--- src/cio_pkg.sv ---
// Constants of the cyclic IO exchange block: register map, IO RAM
// windows, event bit positions and reset values.
// Assumes a 32-bit AXI4-Lite register bus with 16-bit byte addresses.
package cio_pkg;

  // ------------------
  // Bus geometry
  // ------------------
  localparam int ADDR_W = 16; // Byte address width
  localparam int DATA_W = 32; // Data width
  localparam logic [1:0] RESP_OKAY = 2'h0; // Normal answer
  localparam logic [1:0] RESP_SLVERR = 2'h2; // Unmapped address

  // ------------------
  // Register offsets (byte addresses)
  // ------------------
  localparam logic [15:0] OFS_ACK = 16'h0020; // event_acknowledge_low
  localparam logic [15:0] OFS_EVENT = 16'h003C; // network_event_flags_low
  localparam logic [15:0] OFS_MASK = 16'h0040; // Interrupt mask
  localparam logic [15:0] OFS_CTRL = 16'h0044; // Swap and submit strobes
  localparam logic [15:0] OFS_PLEN = 16'h0048; // init_param_length
  localparam logic [15:0] OFS_STAT = 16'h004C; // Block status
  localparam logic [15:0] OFS_PTR = 16'h0100; // Pointer table
  localparam logic [15:0] IORAM_BASE = 16'h2000; // Pointers count from here
  localparam logic [15:0] RX_WIN = 16'h0000; // Output data window
  localparam logic [15:0] TX_WIN = 16'h0010; // Input data window
  localparam logic [15:0] PRM_WIN = 16'h0020; // Parameter space

  // ------------------
  // Field positions
  // ------------------
  localparam int EV_AR1_BIT = 7; // New data on AR1
  localparam int EV_AR0_BIT = 8; // New data on AR0
  localparam logic [31:0] EV_USED = 32'h0000_0180; // Implemented event bits
  localparam int CTRL_SWAP_BIT = 0; // swap_output_buffer
  localparam int CTRL_SUBMIT_BIT = 1; // submit_input_buffer
  localparam int STAT_DIFF_BIT = 0; // Module difference pending
  localparam int STAT_RXFRESH_BIT = 1; // Unclaimed receive data
  localparam int STAT_TXFRESH_BIT = 2; // Submitted input not yet sent
  localparam int STAT_RXIDX_LSB = 4; // Host receive buffer index
  localparam int STAT_TXIDX_LSB = 8; // Host send buffer index

  // ------------------
  // Sizes and reset values
  // ------------------
  localparam int NBYTES = 16; // Bytes per IO buffer
  localparam int NBUF = 3; // Triple buffering
  localparam logic [15:0] PRM_HDR_LEN = 16'h0006; // Record header bytes
  localparam logic [31:0] EVENT_RST = 32'h0000_0000; // Events clear
  localparam logic [31:0] MASK_RST = 32'h0000_0000; // All masked
  localparam logic [15:0] PLEN_RST = PRM_HDR_LEN; // Header only reserved
  localparam logic [1:0] TB_PROD_RST = 2'h0; // Triple buffer start slots
  localparam logic [1:0] TB_CONS_RST = 2'h1;
  localparam logic [1:0] TB_SPARE_RST = 2'h2;

  // ------------------
  // Address decode regions
  // ------------------
  typedef enum logic [10:0] {
    REG_NONE = 11'h001,
    REG_ACK = 11'h002,
    REG_EVT = 11'h004,
    REG_MASK = 11'h008,
    REG_CTRL = 11'h010,
    REG_PLEN = 11'h020,
    REG_STAT = 11'h040,
    REG_PTR = 11'h080,
    RAM_RX = 11'h100,
    RAM_TX = 11'h200,
    RAM_PRM = 11'h400
  } cio_region_t;

endpackage

--- src/cio_triple_buf.sv ---
// Three-slot buffer index manager: one producer, one consumer, one spare.
// Assumes publish and take are single-cycle pulses in the clk domain.
module cio_triple_buf (
  input wire logic clk, // System clock
  input wire logic sys_rst, // Async reset, active high
  input wire logic publish, // Producer finished its slot
  input wire logic take, // Consumer asks for latest slot
  output logic [1:0] prodIdx, // Slot the producer fills
  output logic [1:0] consIdx, // Slot the consumer owns
  output logic fresh // Spare holds unclaimed data
);
  import cio_pkg::*;

  // ------------------
  // State
  // ------------------
  typedef struct packed {
    logic [1:0] prod; // Producer slot
    logic [1:0] cons; // Consumer slot
    logic [1:0] spare; // Free slot
    logic fresh; // Spare is newer than consumer slot
  } cio_tb_state_t;

  cio_tb_state_t q; // Registered state
  cio_tb_state_t d; // Next state

  // Publish first, then take, so a same-cycle pair hands over the new data
  always_comb begin
    d = q;
    if (publish) begin
      d.prod = q.spare;
      d.spare = q.prod;
      d.fresh = 1'b1;
    end
    if (take && d.fresh) begin
      d.cons = d.spare;
      d.spare = q.cons;
      d.fresh = 1'b0;
    end
    // No fresh slot: the consumer keeps its old slot, contents may repeat
  end

  // Register the state
  always_ff @(posedge clk or posedge sys_rst) begin
    if (sys_rst) begin
      q <= '{prod: TB_PROD_RST, cons: TB_CONS_RST, spare: TB_SPARE_RST, fresh: 1'b0};
    end else begin
      q <= d;
    end
  end

  assign prodIdx = q.prod;
  assign consIdx = q.cons;
  assign fresh = q.fresh;

endmodule // cio_triple_buf

--- src/cio_exchange.sv ---
// Cyclic IO exchange: triple-buffered receive and send IO RAM, new-data
// events, parameter placement and module difference flag, AXI4-Lite slave.
// Assumes the network side drives one-cycle strobes synchronous to clk.
// Function
// - Three buffers each for receive and send
// - Swap hands host latest completed receive buffer
// - Swap itself never signals new data
// - Bits 7/8 at 0x3C flag AR1/AR0 data
// - Ack write one at 0x20 clears bit
// - Pointers count from IO RAM base 0x2000
// - Frame bytes placed in controller-given order
// - Parameters written into host-reserved space
// - Missing module attaches difference block
//
// Chosen here: the AXI4-Lite register port.
module cio_exchange #(
  parameter logic [15:0] HELD_MODULE_ID = 16'h0001 // Arbitrary value
) (
  input wire logic clk, // System clock, 100 MHz
  input wire logic sys_rst, // Async reset, active high
  input wire logic [cio_pkg::ADDR_W-1:0] s_axi_awaddr, // Write address
  input wire logic s_axi_awvalid, // Write address valid
  output logic s_axi_awready, // Write address ready
  input wire logic [cio_pkg::DATA_W-1:0] s_axi_wdata, // Write data
  input wire logic [3:0] s_axi_wstrb, // Write byte enables
  input wire logic s_axi_wvalid, // Write data valid
  output logic s_axi_wready, // Write data ready
  output logic [1:0] s_axi_bresp, // Write response
  output logic s_axi_bvalid, // Write response valid
  input wire logic s_axi_bready, // Write response ready
  input wire logic [cio_pkg::ADDR_W-1:0] s_axi_araddr, // Read address
  input wire logic s_axi_arvalid, // Read address valid
  output logic s_axi_arready, // Read address ready
  output logic [cio_pkg::DATA_W-1:0] s_axi_rdata, // Read data
  output logic [1:0] s_axi_rresp, // Read response
  output logic s_axi_rvalid, // Read data valid
  input wire logic s_axi_rready, // Read data ready
  output logic irq, // Level interrupt
  input wire logic netCfgValid, // Order table entry strobe
  input wire logic [3:0] netCfgIndex, // Buffer byte slot
  input wire logic [3:0] netCfgOffset, // Frame offset feeding that slot
  input wire logic netRxValid, // Received frame byte strobe
  input wire logic [7:0] netRxData, // Received frame byte
  input wire logic netRxLast, // Last byte of frame
  input wire logic netRxAr, // Frame relation: 1 = AR1, 0 = AR0
  input wire logic netTxNext, // Network claims latest input buffer
  input wire logic [3:0] netTxIndex, // Send byte select
  output logic [7:0] netTxData, // Send byte, one cycle after select
  input wire logic netParamStart, // Start of parameter record
  input wire logic netParamValid, // Parameter byte strobe
  input wire logic [7:0] netParamData, // Parameter byte
  input wire logic netConnValid, // Expected module strobe
  input wire logic [15:0] netConnModuleId, // Expected module identity
  output logic modDiffAttach // Attach difference block to response
);
  import cio_pkg::*;

  // ----------------------------------------------------------------
  // State
  // ----------------------------------------------------------------
  typedef struct packed {
    logic awHeld; // Write address captured
    logic [15:0] awAddr; // Captured write address
    logic wHeld; // Write data captured
    logic [31:0] wData; // Captured write data
    logic [3:0] wStrb; // Captured byte enables
    logic bValid; // Write response pending
    logic [1:0] bResp; // Write response code
    logic rValid; // Read data pending
    logic [31:0] rData; // Read data
    logic [1:0] rResp; // Read response code
    logic [31:0] evt; // Sticky event flags
    logic [31:0] mask; // Interrupt mask
    logic [15:0] plen; // Reserved parameter length
    logic modDiff; // Module difference seen
    logic [NBYTES-1:0][3:0] order; // Frame offset per buffer slot
    logic [3:0] rxCnt; // Byte position in current frame
    logic rxOver; // Frame longer than buffer
    logic [NBUF-1:0][NBYTES-1:0][7:0] rxBuf; // Receive buffers
    logic [NBUF-1:0][NBYTES-1:0][7:0] txBuf; // Send buffers
    logic [NBYTES-1:0][7:0] prm; // Parameter space
    logic [4:0] prmCnt; // Parameter write position
    logic [7:0] txData; // Send byte register
  } cio_state_t;

  cio_state_t q; // Registered state
  cio_state_t d; // Next state
  logic wrFire; // Write executes this cycle
  cio_region_t wrReg; // Write target region
  cio_region_t rdReg; // Read target region
  logic swapReq; // Host swap strobe
  logic submitReq; // Host submit strobe
  logic rxPublish; // Frame complete
  logic [1:0] rxProd; // Slot network fills
  logic [1:0] rxCons; // Slot host reads
  logic rxFresh; // Unclaimed receive data
  logic [1:0] txProd; // Slot host fills
  logic [1:0] txCons; // Slot network sends
  logic txFresh; // Unclaimed send data

  // ----------------------------------------------------------------
  // Address decode, shared by read and write paths
  // ----------------------------------------------------------------
  function automatic cio_region_t regionOf(input logic [15:0] a);
    logic [15:0] w;
    w = {a[15:2], 2'h0};
    if (w == OFS_ACK) regionOf = REG_ACK;
    else if (w == OFS_EVENT) regionOf = REG_EVT;
    else if (w == OFS_MASK) regionOf = REG_MASK;
    else if (w == OFS_CTRL) regionOf = REG_CTRL;
    else if (w == OFS_PLEN) regionOf = REG_PLEN;
    else if (w == OFS_STAT) regionOf = REG_STAT;
    else if (w[15:6] == OFS_PTR[15:6]) regionOf = REG_PTR;
    else if (w[15:4] == 12'(16'(IORAM_BASE + RX_WIN) >> 4)) regionOf = RAM_RX;
    else if (w[15:4] == 12'(16'(IORAM_BASE + TX_WIN) >> 4)) regionOf = RAM_TX;
    else if (w[15:4] == 12'(16'(IORAM_BASE + PRM_WIN) >> 4)) regionOf = RAM_PRM;
    else regionOf = REG_NONE;
  endfunction

  // Pick one little-endian word out of a 16-byte buffer
  function automatic logic [31:0] wordOf(input logic [NBYTES-1:0][7:0] b,
                                         input logic [1:0] w);
    wordOf = {b[{w, 2'h3}], b[{w, 2'h2}], b[{w, 2'h1}], b[{w, 2'h0}]};
  endfunction

  // ----------------------------------------------------------------
  // Buffer index managers
  // ----------------------------------------------------------------
  // Receive: network produces, host consumes on swap
  cio_triple_buf rxTb (
    .clk(clk),
    .sys_rst(sys_rst),
    .publish(rxPublish),
    .take(swapReq),
    .prodIdx(rxProd),
    .consIdx(rxCons),
    .fresh(rxFresh)
  );

  // Send: host produces on submit, network consumes
  cio_triple_buf txTb (
    .clk(clk),
    .sys_rst(sys_rst),
    .publish(submitReq),
    .take(netTxNext),
    .prodIdx(txProd),
    .consIdx(txCons),
    .fresh(txFresh)
  );

  // ----------------------------------------------------------------
  // Strobes
  // ----------------------------------------------------------------
  assign wrFire = q.awHeld && q.wHeld && !q.bValid;
  assign wrReg = regionOf(q.awAddr);
  assign rdReg = regionOf(s_axi_araddr);
  // Strobes fire only with byte lane 0 enabled
  assign swapReq = wrFire && (wrReg == REG_CTRL) && q.wStrb[0]
                   && q.wData[CTRL_SWAP_BIT];
  assign submitReq = wrFire && (wrReg == REG_CTRL) && q.wStrb[0]
                     && q.wData[CTRL_SUBMIT_BIT];
  assign rxPublish = netRxValid && netRxLast;

  // ----------------------------------------------------------------
  // Next-state logic
  // ----------------------------------------------------------------
  always_comb begin
    d = q;
    // Bus channel capture, address and data in either order
    if (s_axi_awvalid && !q.awHeld) begin
      d.awHeld = 1'b1;
      d.awAddr = s_axi_awaddr;
    end
    if (s_axi_wvalid && !q.wHeld) begin
      d.wHeld = 1'b1;
      d.wData = s_axi_wdata;
      d.wStrb = s_axi_wstrb;
    end
    if (q.bValid && s_axi_bready) begin
      d.bValid = 1'b0;
    end
    if (q.rValid && s_axi_rready) begin
      d.rValid = 1'b0;
    end

    // Register writes; swap and submit need byte lane 0, ack and event clears ignore byte enables
    if (wrFire) begin
      d.awHeld = 1'b0;
      d.wHeld = 1'b0;
      d.bValid = 1'b1;
      d.bResp = (wrReg == REG_NONE) ? RESP_SLVERR : RESP_OKAY;
      unique case (wrReg)
        REG_ACK, REG_EVT: begin // Write one clears, zero leaves alone
          d.evt = q.evt & ~(q.wData & EV_USED);
        end
        REG_MASK: begin
          for (int k = 0; k < 4; k++) begin
            if (q.wStrb[k]) d.mask[8*k +: 8] = q.wData[8*k +: 8];
          end
        end
        REG_PLEN: begin // Host reserves header plus parameter bytes
          if (q.wStrb[0]) d.plen[7:0] = q.wData[7:0];
          if (q.wStrb[1]) d.plen[15:8] = q.wData[15:8];
        end
        RAM_TX: begin // Host fills its own send slot only
          for (int k = 0; k < 4; k++) begin
            if (q.wStrb[k]) d.txBuf[txProd][{q.awAddr[3:2], 2'(k)}] = q.wData[8*k +: 8];
          end
        end
        default: begin
          // Read-only, strobe or unmapped: nothing stored
        end
      endcase
    end

    // Register reads, answered one cycle after the address is taken
    if (s_axi_arvalid && !q.rValid) begin
      d.rValid = 1'b1;
      d.rResp = RESP_OKAY;
      d.rData = 32'h0000_0000;
      unique case (rdReg)
        REG_EVT: d.rData = q.evt;
        REG_MASK: d.rData = q.mask;
        REG_PLEN: d.rData = {16'h0000, q.plen};
        REG_STAT: begin
          d.rData[STAT_DIFF_BIT] = q.modDiff;
          d.rData[STAT_RXFRESH_BIT] = rxFresh;
          d.rData[STAT_TXFRESH_BIT] = txFresh;
          d.rData[STAT_RXIDX_LSB +: 2] = rxCons;
          d.rData[STAT_TXIDX_LSB +: 2] = txProd;
        end
        REG_PTR: begin // Slot offset counted from the IO RAM base
          d.rData = {16'h0000, 16'(RX_WIN + {12'h000, s_axi_araddr[5:2]})};
        end
        RAM_RX: d.rData = wordOf(q.rxBuf[rxCons], s_axi_araddr[3:2]);
        RAM_TX: d.rData = wordOf(q.txBuf[txProd], s_axi_araddr[3:2]);
        RAM_PRM: d.rData = wordOf(q.prm, s_axi_araddr[3:2]);
        REG_ACK, REG_CTRL: d.rData = 32'h0000_0000; // Write-only
        REG_NONE: d.rResp = RESP_SLVERR;
        default: d.rResp = RESP_SLVERR;
      endcase
    end

    // Controller-given placement order for received bytes
    if (netCfgValid) begin
      d.order[netCfgIndex] = netCfgOffset;
    end

    // Frame bytes land in every slot mapped to this frame offset
    if (netRxValid) begin
      if (!q.rxOver) begin
        for (int i = 0; i < NBYTES; i++) begin
          if (q.order[i] == q.rxCnt) d.rxBuf[rxProd][i] = netRxData;
        end
      end
      if (netRxLast) begin
        d.rxCnt = 4'h0;
        d.rxOver = 1'b0;
      end else begin
        d.rxCnt = 4'(q.rxCnt + 4'h1);
        if (q.rxCnt == 4'(NBYTES - 1)) d.rxOver = 1'b1;
      end
    end

    // New-data events set after the clear so arrival wins
    if (rxPublish) begin
      if (netRxAr) d.evt[EV_AR1_BIT] = 1'b1;
      else d.evt[EV_AR0_BIT] = 1'b1;
    end

    // Parameter record written into reserved space, never beyond it
    if (netParamStart) begin
      d.prmCnt = 5'h00;
    end else if (netParamValid && ({11'h000, q.prmCnt} < q.plen)
                 && (q.prmCnt < 5'(NBYTES))) begin
      d.prm[q.prmCnt[3:0]] = netParamData;
      d.prmCnt = 5'(q.prmCnt + 5'h01);
    end

    // Expected module compared against the held one
    if (netConnValid) begin
      d.modDiff = (netConnModuleId != HELD_MODULE_ID);
    end

    // Send byte always from the slot the network owns
    d.txData = q.txBuf[txCons][netTxIndex];
  end

  // ----------------------------------------------------------------
  // State register
  // ----------------------------------------------------------------
  // Order table resets to zero: until configured, every slot mirrors byte 0
  always_ff @(posedge clk or posedge sys_rst) begin
    if (sys_rst) begin
      q <= '0;
      q.evt <= EVENT_RST;
      q.mask <= MASK_RST;
      q.plen <= PLEN_RST;
    end else begin
      q <= d;
    end
  end

  // ----------------------------------------------------------------
  // Outputs
  // ----------------------------------------------------------------
  assign s_axi_awready = !q.awHeld;
  assign s_axi_wready = !q.wHeld;
  assign s_axi_bvalid = q.bValid;
  assign s_axi_bresp = q.bResp;
  assign s_axi_arready = !q.rValid;
  assign s_axi_rvalid = q.rValid;
  assign s_axi_rdata = q.rData;
  assign s_axi_rresp = q.rResp;
  assign irq = |(q.evt & q.mask); // Level while any unmasked event stands
  assign netTxData = q.txData;
  assign modDiffAttach = q.modDiff;

endmodule // cio_exchange

--- config.mk ---
export PLATFORM = sky130hd
export DESIGN_NAME = cio_exchange
export DESIGN_NICKNAME = d
export VERILOG_FILES = /design/src/cio_pkg.sv /design/src/cio_triple_buf.sv /design/src/cio_exchange.sv
export SDC_FILE = /design/constraint.sdc
export NUM_CORES = 2
export LEC_CHECK = 0
export BUFFER_PORTS_ARGS = -buffer_cell sky130_fd_sc_hd__buf_2
export CAP_MARGIN = 20
export CELL_PAD_IN_SITES_DETAIL_PLACEMENT = 2
export CELL_PAD_IN_SITES_GLOBAL_PLACEMENT = 2
export CORE_UTILIZATION = 30
export CTS_CLUSTER_SIZE = 20
export DETAILED_ROUTE_END_ITERATION = 8
export GPL_TIMING_DRIVEN = 0
export PLACE_DENSITY_LB_ADDON = 0.12
export SLEW_MARGIN = 30
export SYNTH_ARGS = -nofsm -noshare
export SYNTH_HDL_FRONTEND = slang
export SYNTH_SLANG_ARGS = --single-unit
--- constraint.sdc ---
create_clock -name clk -period 38.2 [get_ports clk]
set_input_delay 1.91 -clock clk [delete_from_list [all_inputs] [get_ports clk]]
set_output_delay 1.91 -clock clk [all_outputs]
set_load 0.005 [all_outputs]
### After elaboration in Yosys (flattened, before gate mapping)

Index checks and enable logic that the tools add are counted.

| storage, ports and cells | value |
|---|---|
| register bits after elaboration | 1165 |
| logic and storage cells | 513 |
| output and inout bits | 51 |

| cells by class | value |
|---|---|
| bitwise gates (word level) | 5 |
| reduce and logical (&&, ||, !) cells | 48 |
| equal/unequal tests | 55 |
| $lt $le $gt $ge | 25 |
| add/subtract/negate cells | 2 |
| muxes and demuxes | 219 |

Operators with widths:

| cell | count |
|---|---|
| 2-to-1 mux 384 bit | 56 |
| bitwise mux 384 bit | 20 |
| demux 128 bit (select 2 bit) | 20 |
| binary-select mux 128 bit (select 2 bit) | 3 |
| 2-to-1 mux 128 bit | 5 |
| 2-to-1 mux 120 bit | 2 |
| 2-to-1 mux 112 bit | 2 |
| 2-to-1 mux 11 bit | 20 |
| 2-to-1 mux 104 bit | 2 |
| 2-to-1 mux 8 bit | 25 |
| binary-select mux 8 bit (select 2 bit) | 12 |
| case mux 22 bit (6 select lines) | 1 |
| bitwise mux 128 bit | 1 |
| == test 14 x 5 -> 1 bit, second input constant | 8 |
| 2-to-1 mux 96 bit | 1 |
| 2-to-1 mux 88 bit | 1 |
| 2-to-1 mux 80 bit | 1 |
| == test 12 x 10 -> 1 bit, second input constant | 6 |
| 2-to-1 mux 72 bit | 1 |
| AND 32 bit | 2 |
| bitwise mux 64 bit | 1 |
| demux 8 bit (select 2 bit) | 4 |
| == test 4 bit | 16 |
| 2-to-1 mux 32 bit | 2 |
| 56 further kinds | 142 |

### Logic depth before layout (Yosys ltp)

| depth | value |
|---|---|
| depth in word-level cells | 66 |
| mapped depth | 10 |
| mapped depth without buffers | 7 |

### Cells and area by module

From an unflattened synthesis, not the netlist that was laid out.

| unflattened totals | value |
|---|---|
| cells, all modules | 4282 |
| area total of the unflattened synthesis | 55752.2 µm² |

By module, submodules not included:

| module | area an instance (µm²) | instances | cells each |
|---|---|---|---|
| cio_exchange | 54974.0 | 1 | 4208 |
| cio_triple_buf | 389.1 | 2 | 37 |

### Worst setup path before layout

Ideal clock, no wire load.

| timing | value |
|---|---|
| kind | input to register |
| start | input s_axi_araddr[12] in the netlist's numbering |
| end | register q (netlist bit s_axi_rdata[5]) |
| library setup time | 82 ps |
| path slack | 34247 ps |
| stages | 8 |
| data required time | 38118 ps |
| data arrival time | 3871 ps |
| buffers on the path | 2 |
| path through | or4b_4 > or2_1 > buf_2 > or4_4 > buf_6 > nor4_1 > nand2_1 > a31oi_1 |

| on the way | value |
|---|---|
| cells in the longest elaborated chain, start to end | 13 |
| elaborated cells on any way between the ends | 28 |
| classes of those cells | eq/ne: 17; mux: 11 |

RTL lines:

| what | RTL line | source |
|---|---|---|
| start: declaration | cio_exchange.sv:31 | `input wire logic [cio_pkg::ADDR_W-1:0] s_axi_araddr,` |
| == test 12 x 10 -> 1 bit | cio_exchange.sv:116 | `else if (w[15:4] == 12'(16'(IORAM_BASE + PRM_WIN) >> 4)) regionOf = RAM_PRM;` |
| 2-to-1 mux 11 bit | cio_exchange.sv:116 |  |
| 2-to-1 mux 11 bit | cio_exchange.sv:115 | `else if (w[15:4] == 12'(16'(IORAM_BASE + TX_WIN) >> 4)) regionOf = RAM_TX;` |
| 2-to-1 mux 11 bit | cio_exchange.sv:114 | `else if (w[15:4] == 12'(16'(IORAM_BASE + RX_WIN) >> 4)) regionOf = RAM_RX;` |
| 2-to-1 mux 11 bit | cio_exchange.sv:113 | `else if (w[15:6] == OFS_PTR[15:6]) regionOf = REG_PTR;` |
| 2-to-1 mux 11 bit | cio_exchange.sv:112 | `else if (w == OFS_STAT) regionOf = REG_STAT;` |
| 2-to-1 mux 11 bit | cio_exchange.sv:111 | `else if (w == OFS_PLEN) regionOf = REG_PLEN;` |
| 2-to-1 mux 11 bit | cio_exchange.sv:110 | `else if (w == OFS_CTRL) regionOf = REG_CTRL;` |
| 2-to-1 mux 11 bit | cio_exchange.sv:109 | `else if (w == OFS_MASK) regionOf = REG_MASK;` |
| 2-to-1 mux 11 bit | cio_exchange.sv:108 | `else if (w == OFS_EVENT) regionOf = REG_EVT;` |
| 2-to-1 mux 11 bit * | cio_exchange.sv:107 | `if (w == OFS_ACK) regionOf = REG_ACK;` |
| == test 11 bit, or another cell as far along | cio_exchange.sv:221 | `unique case (rdReg)` |
| case mux 2 bit (7 select lines) * | cio_exchange.sv:221 |  |
| end: declaration | cio_exchange.sv:86 | `cio_state_t q;` |

Mark *: on every way between the ends. The rest lies on a longest branch, timed or not.
A chain may end at the register's enable or synchronous reset.

==> impl_metrics.ini <==
[outcome]
run_status = completed

[floorplan]
fp.dieArea_mm2 = 0.185
core_area_mm2 = 0.181
fp-row-count = 156
initial_core_util_pct = 30.3
top_level_ports = 178
floorplan.die.width_um = 430
chipHeight_um = 430

[route]
highest_layer = met5
routed_wire_length_per_instance_um = 37.0
met1Wirelength_mm = 120
antenna_violating_nets_post_route = 0
vias = 39610
vias_per_cell = 5.63
routed-wl-met3_mm = 11.4
routed_wirelength_mm = 260
met2_wirelength_mm = 118
firstDrtPassIters = 7
drt_drc_violations_left = 0
detail_route.iter0.violations = 3130

[global_routing]
all_layer_gr_usage_pct = 28.1
grt_pass1_wl_mm = 360
vias_in_the_first_global_route = 41991
globalRouteOverflowTotal = 0
antenna_found_initial = 19
grt_start_max_net_pins = 85

[placed_design]
place.gp.congestion = 0.927
io_buffers = 156
place.detailed.hpwl_mm = 195
placement.setup.worst_slack_ns = 32.14
dp.cells = 6763

[sta]
final.setup.tns_ns = 0
final_min_period_over_clock_period_pct = 13.3
rsz0062_at_grt = no
final-max-slew-violation-count = 0
report.final.setup_viol = 0
fin_ws_ns = 33.12
relSlewSlack_pct = 25.0
hold_ws_ns = 0.499
layout_min_cycle_time_ns = 5.08
worstMarginPinSlew_ns = 1.12
finalClockSkew_ns = 0.0308
maxClockFrequency_ghz = 0.197
hold_viol = 0

[pwr]
share_seq_of_total_power_pct = 41.2
pwr_density_mw_per_mm2 = 54.0
p_sw_mw = 1.11
power_leakage_nw = 28.5
power.share.combinational_pct = 18.6
intPower_mw = 2.38
clkPwrFrac_pct = 40.2
switching_share_pct = 31.8
ir_worst_vdd_mv = 0.0339
power_mw = 3.49

[final_layout]
layout_commonest_cell = sky130_fd_sc_hd__dfrtp_1
area_growth_syn_to_layout_pct = 17.5
finish.net_count = 4676
non_filler_instance_count_after_layout = 7033
mostFrequentLayoutCells = 1125 x sky130_fd_sc_hd__dfrtp_1, 1118 x sky130_fd_sc_hd__mux2_2, 218 x sky130_fd_sc_hd__clkbuf_1, 207 x sky130_fd_sc_hd__mux2i_1, 202 x sky130_fd_sc_hd__buf_2
ratio_of_cells_with_drive_above_1_in_the_final_layout_pct = 40.7
layout.filler_cells = 18582

[clock_tree]
clock_insertion_delay_worst_skew_ns = 0.83
number_of_buffers_added_by_the_clock_tree_synthesis_step = 143
number_of_buffers_on_the_longest_clock_path = 3
cts.clk_slew.worst_paths_ns = 0.06
numClockSinks = 1131
tritoncts = yes
cts-hold-fix-buffers = 0
postCtsSetupRepairBufs = 0
post_cts_resize_count = 0
clock_tree.htree_level_count = 4
cts_root_buffer = sky130_fd_sc_hd__clkbuf_16

[worst_hold_path]
hold_path_depth = 1
timing.hold.worst.class = flop to flop

[synthesis]
synth-edff-count = 0
syn_std_cell_area_mm2 = 0.0550
synth_ff_type = sky130_fd_sc_hd__dfrtp_1
syn_inst = 4200
synth.lib_cells_used.distinct = 70
synth-seq-area-share_pct = 51.5
synth_warnings = 0
avgSynthCellArea_um2 = 13.1
yosys_register_bits = 1131
synth-async-reset-ratio_pct = 100

[setup_path]
r2r.worst_path.cells = 10
worst-endpoint-required_ns = 38.85
worst-setup-path-type = primary input to flop
crit_path_end_kind = flop
worst_setup_path_start_kind = primary input
crit_fanout = 10
arrival_ns = 5.73

[run]
cap_violations = 0
per-stage QoR:
step / util (%) / area [µm²]
finish: 35.6 / 64600
CTS: 35.6 / 64500
global route: 35.6 / 64600
detailed placement: 32.9 / 59700
global placement: 32.4 / 58700
floorplan: - / 55000
worst paths after layout:
path                            startpoint         endpoint  slack [ns]
hold reg to reg                      q[98]            q[98]        0.50
setup / recovery             netTxIndex[0]     netTxData[7]       33.12
setup reg to reg           rxTb.consIdx[0]  s_axi_rdata[30]       33.44
hold / removal                       q[98]            q[98]        0.50
min in group asynchronous          sys_rst           q[916]        1.05
max in group asynchronous          sys_rst          q[1111]       35.10
worst max-delay path, cell delays in order:
cell and delay [ns]:
sky130_fd_sc_hd__clkbuf_1 0.51, sky130_fd_sc_hd__buf_2 0.47, sky130_fd_sc_hd__clkbuf_2 0.53, sky130_fd_sc_hd__buf_1 0.75, sky130_fd_sc_hd__mux4_2 0.42, sky130_fd_sc_hd__o22ai_1 0.09
sky130_fd_sc_hd__o21ai_0 0.65, sky130_fd_sc_hd__nand2_1 0.09, sky130_fd_sc_hd__o21ai_0 0.26
state kept, by name, summed over array words and instances, names as in the netlist:
| register | count |
|---|---|
| rxTb.prodIdx | 2 |
| txTb.prodIdx | 2 |
| netTxData | 8 |
| s_axi_rdata | 32 |
| s_axi_rresp | 1 |
| rxTb.fresh | 1 |
| rxTb.consIdx | 2 |
| txTb.fresh | 1 |
| modDiffAttach | 1 |
| rxTb.q | 2 |
| txTb.consIdx | 2 |
| q | 1072 |
| s_axi_bvalid | 1 |
| s_axi_bresp | 1 |
| txTb.q | 2 |
| s_axi_rvalid | 1 |
cells in the mapped netlist (4+ instances only):
cell | count | share of area (%)
sky130_fd_sc_hd__ha_1 | 9 | 0.20
sky130_fd_sc_hd__o21ai_0 | 176 | 1.6
sky130_fd_sc_hd__and3_1 | 6 | 0.068
sky130_fd_sc_hd__a211oi_1 | 7 | 0.096
sky130_fd_sc_hd__nor2_1 | 144 | 0.98
sky130_fd_sc_hd__a2111oi_0 | 9 | 0.14
sky130_fd_sc_hd__xor2_1 | 17 | 0.27
sky130_fd_sc_hd__nand2_1 | 190 | 1.3
sky130_fd_sc_hd__a221oi_1 | 66 | 1.1
sky130_fd_sc_hd__buf_1 | 48 | 0.33
sky130_fd_sc_hd__a31oi_1 | 28 | 0.32
sky130_fd_sc_hd__nand2b_1 | 16 | 0.18
sky130_fd_sc_hd__a211o_1 | 8 | 0.13
sky130_fd_sc_hd__a221o_1 | 15 | 0.27
sky130_fd_sc_hd__dfrtp_1 | 1125 | 51
sky130_fd_sc_hd__mux2i_1 | 207 | 3.8
sky130_fd_sc_hd__inv_1 | 29 | 0.20
sky130_fd_sc_hd__clkbuf_1 | 229 | 1.6
sky130_fd_sc_hd__a22oi_1 | 13 | 0.18
sky130_fd_sc_hd__buf_2 | 24 | 0.22
sky130_fd_sc_hd__a222oi_1 | 6 | 0.11
sky130_fd_sc_hd__buf_4 | 44 | 0.60
sky130_fd_sc_hd__or2_2 | 4 | 0.046
sky130_fd_sc_hd__nand3_1 | 68 | 0.62
sky130_fd_sc_hd__o32a_1 | 5 | 0.091
sky130_fd_sc_hd__or3_1 | 7 | 0.080
sky130_fd_sc_hd__o22a_1 | 8 | 0.13
sky130_fd_sc_hd__mux4_2 | 139 | 5.7
sky130_fd_sc_hd__mux2_2 | 1118 | 23
sky130_fd_sc_hd__o22ai_1 | 20 | 0.23
sky130_fd_sc_hd__nand4_1 | 22 | 0.25
sky130_fd_sc_hd__nor3_1 | 26 | 0.24
sky130_fd_sc_hd__nor4_2 | 5 | 0.11
sky130_fd_sc_hd__dfstp_2 | 6 | 0.29
sky130_fd_sc_hd__o211ai_1 | 86 | 1.2
sky130_fd_sc_hd__nor2b_1 | 16 | 0.18
sky130_fd_sc_hd__a21oi_1 | 136 | 1.2
sky130_fd_sc_hd__xnor2_1 | 46 | 0.73
sky130_fd_sc_hd__nor4_1 | 20 | 0.23
power by group through the flow:
stage | Sequential [mW] | Clock (mW) | Combinational (mW)
final | 1.43 | 1.40 | 0.649
after global routing | 1.45 | 1.47 | 0.679
after CTS | 1.44 | 1.43 | 0.649
after detailed placement | 1.46 | 0 | 0.646
after global placement | 1.46 | 0 | 0.615
after floorplan | 1.40 | 0 | 0.339
kinds of logic after synthesis:
family | after synthesis | share of synthesized area, %
fa+ha+maj | 9 | 0.205
flops | 1131 | 51.5
mux | 1464 | 32.4
simple gates | 549 | 4.81
xor+xnor | 63 | 1.00
buf+inv | 375 | 2.93
other cells | 1 | 0.00682
compound gates | 608 | 7.17
cell type report:
cell class | count | area (µm²) | area share, %
well taps | 2370 | 2970 | 4.59
plain buffers | 346 | 1590 | 2.47
repair buffers | 194 | 1470 | 2.27
flip-flops and latches | 1131 | 28300 | 43.8
clock inverters | 46 | 577 | 0.893
diodes | 8 | 20.0 | 0.0310
clock buffers | 214 | 4210 | 6.52
multi-input cells | 2695 | 25300 | 39.2
inverters | 29 | 116 | 0.180
routing by layer:
metal  up-vias  GRT usage [%]
met4         4           10.5
met1     21842           39.6
met2      1100           43.9
met3       347           3.78
met5         -              0
li1      16317              -
Note: power is estimated with default switching activity, not from simulation.
